**config.mk**
```make
export PLATFORM = sky130hd
export DESIGN_NAME = lech_lane_err_hold
export DESIGN_NICKNAME = d
export VERILOG_FILES = /design/src/lech_lane_err_hold.v
export VERILOG_INCLUDE_DIRS = /design/src /design/src/shared
export SDC_FILE = /design/constraint.sdc
export NUM_CORES = 1
export LEC_CHECK = 0
export ABC_AREA = 1
export BUFFER_PORTS_ARGS = -buffer_cell sky130_fd_sc_hd__buf_2
export CAP_MARGIN = 20
export CORE_ASPECT_RATIO = 1.2
export CORE_MARGIN = 2
export CORE_UTILIZATION = 53
export DETAILED_ROUTE_END_ITERATION = 10
export GPL_ROUTABILITY_DRIVEN = 0
export GPL_TIMING_DRIVEN = 0
export PLACE_DENSITY = 0.81
export RECOVER_POWER = 50
export SYNTH_ARGS = -nofsm -noshare
export SYNTH_HDL_FRONTEND = slang
export SYNTH_SLANG_ARGS = --single-unit
```
**constraint.sdc**
```tcl
create_clock -name clk_in -period 1.5 [get_ports clk_in]
set_clock_uncertainty 0.15 [all_clocks]
set_input_delay 0.15 -clock clk_in [delete_from_list [all_inputs] [get_ports clk_in]]
set_output_delay 0.15 -clock clk_in [all_outputs]
set_load 0.01 [all_outputs]
```
**src/shared/lech_regs.vh**
```
// Register offsets, field layout and reset values for the lane error counter hold block.
`ifndef LECH_REGS_VH
`define LECH_REGS_VH
`define LECH_ADDR_W        12
`define LECH_DATA_W        8
`define LECH_LANE3_OFS     12'h48b
`define LECH_LANE4_OFS     12'h48c
`define LECH_HOLD_MSB      2
`define LECH_HOLD_LSB      0
`define LECH_HOLD_W        3
`define LECH_HOLD_RST      3'h7
`define LECH_BIT_UNEXP_K   2
`define LECH_BIT_NOT_TABLE 1
`define LECH_BIT_DISPARITY 0
`define LECH_CNT_W         8
`define LECH_CNT_TERMINAL  8'hff
`define LECH_CNT_ZERO      8'h00
`define LECH_CNT_ONE       8'h01
`define LECH_RSVD_ZERO     5'h00
`define LECH_RDATA_ZERO    8'h00
`endif

```
**src/lech_lane_err_hold.v**
```verilog
// Hold-enable registers for lanes 3 and 4 and the six error counters they steer.
//
// Operation
// - Hold bit set: counter stops at 0xFF until software clears it.
// - Hold bit clear: counter wraps to zero after 0xFF.
// - Bit 2 unexpected control char, bit 1 not-in-table, bit 0 bad disparity.
// - Field is bits 2:0, read/write, resets to 0x7.
// - Lane 3 register at 0x48B, lane 4 at 0x48C, each own lane only.
`timescale 1ns/1ps
`include "lech_regs.vh"

module lech_lane_err_hold (
   // Clock and reset.
   input  wire                        clk_in,
   input  wire                        sys_rst_in,
   // Configuration port.
   input  wire [`LECH_ADDR_W-1:0]     reg_addr_in,
   input  wire                        reg_wr_in,
   input  wire                        reg_rd_in,
   input  wire [`LECH_DATA_W-1:0]     reg_wdata_in,
   output wire [`LECH_DATA_W-1:0]     reg_rdata_out,
   // Error events and counter clears; [2:0] lane 3, [5:3] lane 4.
   input  wire [5:0]                  err_event_in,
   input  wire [5:0]                  err_count_clr_in,
   // Counter values, 8 bits each, counter k at [8k+7:8k].
   output wire [6*`LECH_CNT_W-1:0]    err_count_out,
   // Hold-enable fields as seen by the lane decoder.
   output wire [`LECH_HOLD_W-1:0]     lane3_err_count_hold_out,
   output wire [`LECH_HOLD_W-1:0]     lane4_err_count_hold_out
);

   // Hold-enable storage.
   reg  [`LECH_HOLD_W-1:0]  lane3_err_count_hold_ff;
   reg  [`LECH_HOLD_W-1:0]  lane4_err_count_hold_ff;
   reg  [`LECH_HOLD_W-1:0]  nxt_lane3_err_count_hold;
   reg  [`LECH_HOLD_W-1:0]  nxt_lane4_err_count_hold;

   // Read data storage.
   reg  [`LECH_DATA_W-1:0]  rdata_ff;
   reg  [`LECH_DATA_W-1:0]  nxt_rdata;

   // Address decode.
   wire                     lane3_hit;
   wire                     lane4_hit;
   wire                     lane3_wr;
   wire                     lane4_wr;
   wire                     lane3_rd;
   wire                     lane4_rd;
   wire                     unmapped_rd;

   // Field views of the bus data.
   wire [`LECH_HOLD_W-1:0]  wr_field;
   wire [`LECH_DATA_W-1:0]  lane3_rd_word;
   wire [`LECH_DATA_W-1:0]  lane4_rd_word;

   // Hold bits of all six counters, lane 3 in the low half.
   wire [5:0]               hold_all;

   assign lane3_hit   = (reg_addr_in == `LECH_LANE3_OFS);
   assign lane4_hit   = (reg_addr_in == `LECH_LANE4_OFS);
   assign lane3_wr    = reg_wr_in & lane3_hit;
   assign lane4_wr    = reg_wr_in & lane4_hit;
   assign lane3_rd    = reg_rd_in & lane3_hit;
   assign lane4_rd    = reg_rd_in & lane4_hit;
   assign unmapped_rd = reg_rd_in & ~lane3_hit & ~lane4_hit;

   // Only the field bits are kept; bits 7:3 have no storage.
   assign wr_field = reg_wdata_in[`LECH_HOLD_MSB:`LECH_HOLD_LSB];

   // Reserved bits read back as zero.
   assign lane3_rd_word = {`LECH_RSVD_ZERO, lane3_err_count_hold_ff};
   assign lane4_rd_word = {`LECH_RSVD_ZERO, lane4_err_count_hold_ff};

   // Writes are not gated by the decoder soft reset; that ordering is left to software.
   always @* begin
      nxt_lane3_err_count_hold = lane3_err_count_hold_ff;
      if (lane3_wr) begin
         nxt_lane3_err_count_hold = wr_field;
      end
   end

   always @* begin
      nxt_lane4_err_count_hold = lane4_err_count_hold_ff;
      if (lane4_wr) begin
         nxt_lane4_err_count_hold = wr_field;
      end
   end

   always @(posedge clk_in) begin
      if (sys_rst_in) begin
         lane3_err_count_hold_ff <= `LECH_HOLD_RST;
      end else begin
         lane3_err_count_hold_ff <= nxt_lane3_err_count_hold;
      end
   end

   always @(posedge clk_in) begin
      if (sys_rst_in) begin
         lane4_err_count_hold_ff <= `LECH_HOLD_RST;
      end else begin
         lane4_err_count_hold_ff <= nxt_lane4_err_count_hold;
      end
   end

   // Read data is registered and holds until the next read; unmapped reads return zero.
   always @* begin
      nxt_rdata = rdata_ff;
      if (lane3_rd) begin
         nxt_rdata = lane3_rd_word;
      end
      if (lane4_rd) begin
         nxt_rdata = lane4_rd_word;
      end
      if (unmapped_rd) begin
         nxt_rdata = `LECH_RDATA_ZERO;
      end
   end

   always @(posedge clk_in) begin
      if (sys_rst_in) begin
         rdata_ff <= `LECH_RDATA_ZERO;
      end else begin
         rdata_ff <= nxt_rdata;
      end
   end

   // Counter k uses hold bit k; bit order within a lane follows the error type.
   assign hold_all = {lane4_err_count_hold_ff, lane3_err_count_hold_ff};

   genvar k;
   generate
      for (k = 0; k < 6; k = k + 1) begin : g_cnt
         reg  [`LECH_CNT_W-1:0] cnt_ff;
         reg  [`LECH_CNT_W-1:0] nxt_cnt;
         wire                   ev;
         wire                   clr;
         wire                   hold;
         wire                   at_top;
         wire [`LECH_CNT_W-1:0] base;
         wire [`LECH_CNT_W-1:0] stepped;
         wire [`LECH_CNT_W-1:0] rolled;

         assign ev      = err_event_in[k];
         assign clr     = err_count_clr_in[k];
         assign hold    = hold_all[k];

         // A clear together with an event leaves the counter at one.
         assign base    = clr ? `LECH_CNT_ZERO : cnt_ff;
         assign at_top  = (base == `LECH_CNT_TERMINAL);
         assign stepped = base + `LECH_CNT_ONE;
         assign rolled  = hold ? `LECH_CNT_TERMINAL : `LECH_CNT_ZERO;

         always @* begin
            nxt_cnt = base;
            if (ev) begin
               if (at_top) begin
                  nxt_cnt = rolled;
               end else begin
                  nxt_cnt = stepped;
               end
            end
         end

         always @(posedge clk_in) begin
            if (sys_rst_in) begin
               cnt_ff <= `LECH_CNT_ZERO;
            end else begin
               cnt_ff <= nxt_cnt;
            end
         end

         assign err_count_out[k*`LECH_CNT_W +: `LECH_CNT_W] = cnt_ff;
      end
   endgenerate

   assign reg_rdata_out            = rdata_ff;
   assign lane3_err_count_hold_out = lane3_err_count_hold_ff;
   assign lane4_err_count_hold_out = lane4_err_count_hold_ff;

endmodule // lech_lane_err_hold

```
==> metrics <==
HP Class=input port to flip-flop; CP Max Fanout=4; DR pass1 iterations=5; die height=slightly above 90 um; initial antenna violation count=0; DRT antenna net count=0; filler cell count=approximately 570; first-pass GRT wire length=14700 um; Nets=slightly above 700; Fmax=roughly 690 MHz; Slowest-stage cell, CP=dfxtp_1; Yosys top cell area share=0.325; Post-Syn Area=around 3500 um^2; area of the core=6410 um^2; Die ar.=between 7000 and 8000 um^2; max-cap viol count=0; Post-DP Area=4060 um^2; CTS root buffer=clkbuf_8; Yosys warnings=0; I/O pins=98; H-tree levels=3; CTS max path bufs=2; drt drc=0; port bufs=84; share of the clock period used by the worst path=0.973; clock buffer count from CTS=9; Buffers & Inverters on Critical Path=1; final instance area=~4400 um^2; Power Dens Cells=773 nW/um^2; WS Path Type=flip-flop to flip-flop; worst skew pair latency=about 340 ps; end of the worst register-to-register path=g_cnt[4].cnt_ff[6]; CTS tree=built; setup violators final=0; GRT Total Usage=0.246; WL per Instance=12.0 um; leakage=approximately 0.0022 uW; Yosys top cell by area=dfxtp_1; final WL=between 9000 and 10000 um; synthesis-stage register bit count=57; final hold vios=0; CTS sink cnt=57; Reg2Reg Depth=9; fraction of layout cells with a size suffix above 1=0.230; drt initial violations=152; type of destination of the critical path=flip-flop; Design Power=about 3400 uW; Row Count=32; Final Slew Violations=0; hold path start=err_event_in[1]; Syn-to-layout area delta=26.1%; hpwl dp=~6600 um; antenna cells=0; synth unique cells=37; vias in the first global route=3492; top_reg_cell synth=dfxtp_1; Worst path top cell family by delay=simple AND/OR/NAND/NOR gates; R2R Setup Slk=between 40 and 50 ps; register area=approximately 1200 um^2; syn avg cell area=6.27 um^2; largest net degree at the start of global routing=11; Worst-path clk slew=about 60 ps; peak supply drop=about 0.00067 V; Crit path top cell by count=nand2_1; reg2reg start=g_cnt[4].cnt_ff[0]; CP cell instances=nand2_2 > nor2_4 > nand2_1 > nor2_2 > nand2_1 > nand2_1 > nand3_1 > nand2_1 > inv_1; Die X-Extent=slightly below 80 um; Vias=about 4000; number of synthesized flops with an enable pin=0; status=finished clean; Hold EP=g_cnt[1].cnt_ff[0]; Slew @ Worst Pin=between 500 and 600 ps; multi-input logic area=just over 2000 um^2; Largest stage delay, worst path=approximately 370 ps; sequential area share after synthesis=0.325; RSZ-0062 raised after global routing=true; WP data required=~1600 ps; relative slew slack=0.631; setup TNS=0 ps; WP data arrival=1540 ps; startpoint types=flip-flop; DR vias/cell=~5.2; Syn Inst Count=roughly 560; top cells by area, synth=dfxtp_1 32%, nand2_1 18%, inv_1 8.0%; Hold Path Stages=4; total gr overflow=0; fin crit period=around 1500 ps; asr flop ratio synth=0; Starting Density=0.549
==> cells by family after synthesis <==
logic type | share of synthesized area
AND/OR/NAND/NOR | 0.429
XOR/XNOR | 0.0174
buffers and inverters | 0.120
AO/OA/AOI/OAI | 0.108
other | 0.00107
flip-flops | 0.325
==> cell usage after synthesis, types with 2 or more instances <==
master and instances:
o211ai_1 6, buf_2 2, nand4_1 13, nand3_2 4
o21bai_1 3, dfxtp_1 57, or2_2 3, nor3_1 2
buf_4 6, clkinv_1 2, nand2_1 172, nor2_4 4
o21ai_0 14, nor2_1 62, nand3_1 49, a21oi_1 42
nand2_2 2, o22ai_1 2, nand3b_1 2, clkbuf_1 3
nor3_4 2, nand3b_2 2, a31oi_1 3, nor2_2 6
inv_1 75, xor2_1 6, buf_6 3, inv_2 5
==> where the power goes <==
part / switching [uW] / total [uW] / leakage, uW / internal [uW]
clock network: 620 / 1520 / 0.000107 / 903
registers: 31.1 / 1570 / 0.000467 / 1540
logic: 206 / 334 / 0.00166 / 128
==> worst reg2reg max path: cells and delay by family (launching register included) <==
| family | cells | cell delay, ps |
|---|---|---|
| buf+inv | 1 | 50 |
| flops | 1 | 370 |
| simple gates | 8 | 770 |
==> final cells by class <==
cell class / instances / area share
multi-input combinational: 410 / 0.466
timing repair buffer: 92 / 0.108
tap: 85 / 0.0240
buffer: 15 / 0.0245
sequential: 57 / 0.260
clock inverter: 2 / 0.00790
inverter: 83 / 0.0708
clock buffer: 14 / 0.0389
==> worst max-delay path by stage <==
| stage | from | to | slack, ps | cells after the start |
|---|---|---|---|---|
| 5_1_grt | g_cnt[0].cnt_ff[2] | g_cnt[0].cnt_ff[6] | -50 | 9 |
| 3_5_place_dp | g_cnt[4].cnt_ff[1] | g_cnt[4].cnt_ff[6] | -10 | 9 |
| 4_1_cts | g_cnt[1].cnt_ff[3] | g_cnt[1].cnt_ff[5] | 10 | 9 |
| 2_1_floorplan | g_cnt[0].cnt_ff[1] | g_cnt[0].cnt_ff[6] | 90 | 9 |
| 3_3_place_gp | g_cnt[3].cnt_ff[0] | g_cnt[3].cnt_ff[3] | 30 | 6 |
| 6_report | g_cnt[4].cnt_ff[0] | g_cnt[4].cnt_ff[6] | 40 | 9 |
==> routing by layer <==
layer,share of wire,wire length (um),vias up,track usage
met3,0.064,582,21,0.0647
met5,0,0,-,0
met2,0.51,4590,139,0.443
met1,0.41,3700,1797,0.274
met4,0.023,208,0,0.0965
li1,-,-,1994,-
==> state kept, by name (all words and copies together) (netlist names) <==
signal                    flops
g_cnt.cnt_ff                 48
lane3_err_count_hold_out      3
lane4_err_count_hold_out      3
reg_rdata_out                 3
==> stage by stage <==
| step | std cells | setup WS (ps) | utilization | hold WS (ps) |
|---|---|---|---|---|
| floorplan | 565 | 89.3 | - | 130 |
| global placement | 734 | 27.5 | 0.633 | 233 |
| detailed placement | 734 | -12.2 | 0.633 | 244 |
| CTS | 756 | 11.5 | 0.677 | 14.5 |
| global route | 758 | -50.6 | 0.692 | 22.7 |
| finish | 758 | 41.2 | 0.692 | 28.4 |
==> cells in the final DEF (no fill, tap or decap), types with 5 or more instances in the layout <==
master and instances:
clkbuf_1 20, nand2_1 169, o211ai_1 6, dlygate4sd3_1 6, inv_1 73, nor2_1 52, xor2_1 6, conb_1 5
nand2_2 5, nand4_1 13, a21oi_1 42, o21ai_0 14, inv_2 7, buf_4 8, buf_2 71, nor2_4 9
nand3_1 47, clkbuf_8 12, dfxtp_2 9, dfxtp_1 48, nor2_2 11, nand3_2 5
==> what timing repair did <==
item                       in CTS  in global routing
hold endpoints to repair       12                  0
gates resized for setup         3                 33
hold buffers                    6                  0
pin swaps                       1                  9
setup endpoints to repair       3                 31
setup buffers                   0                  2
(Power assumes the default switching activity.)
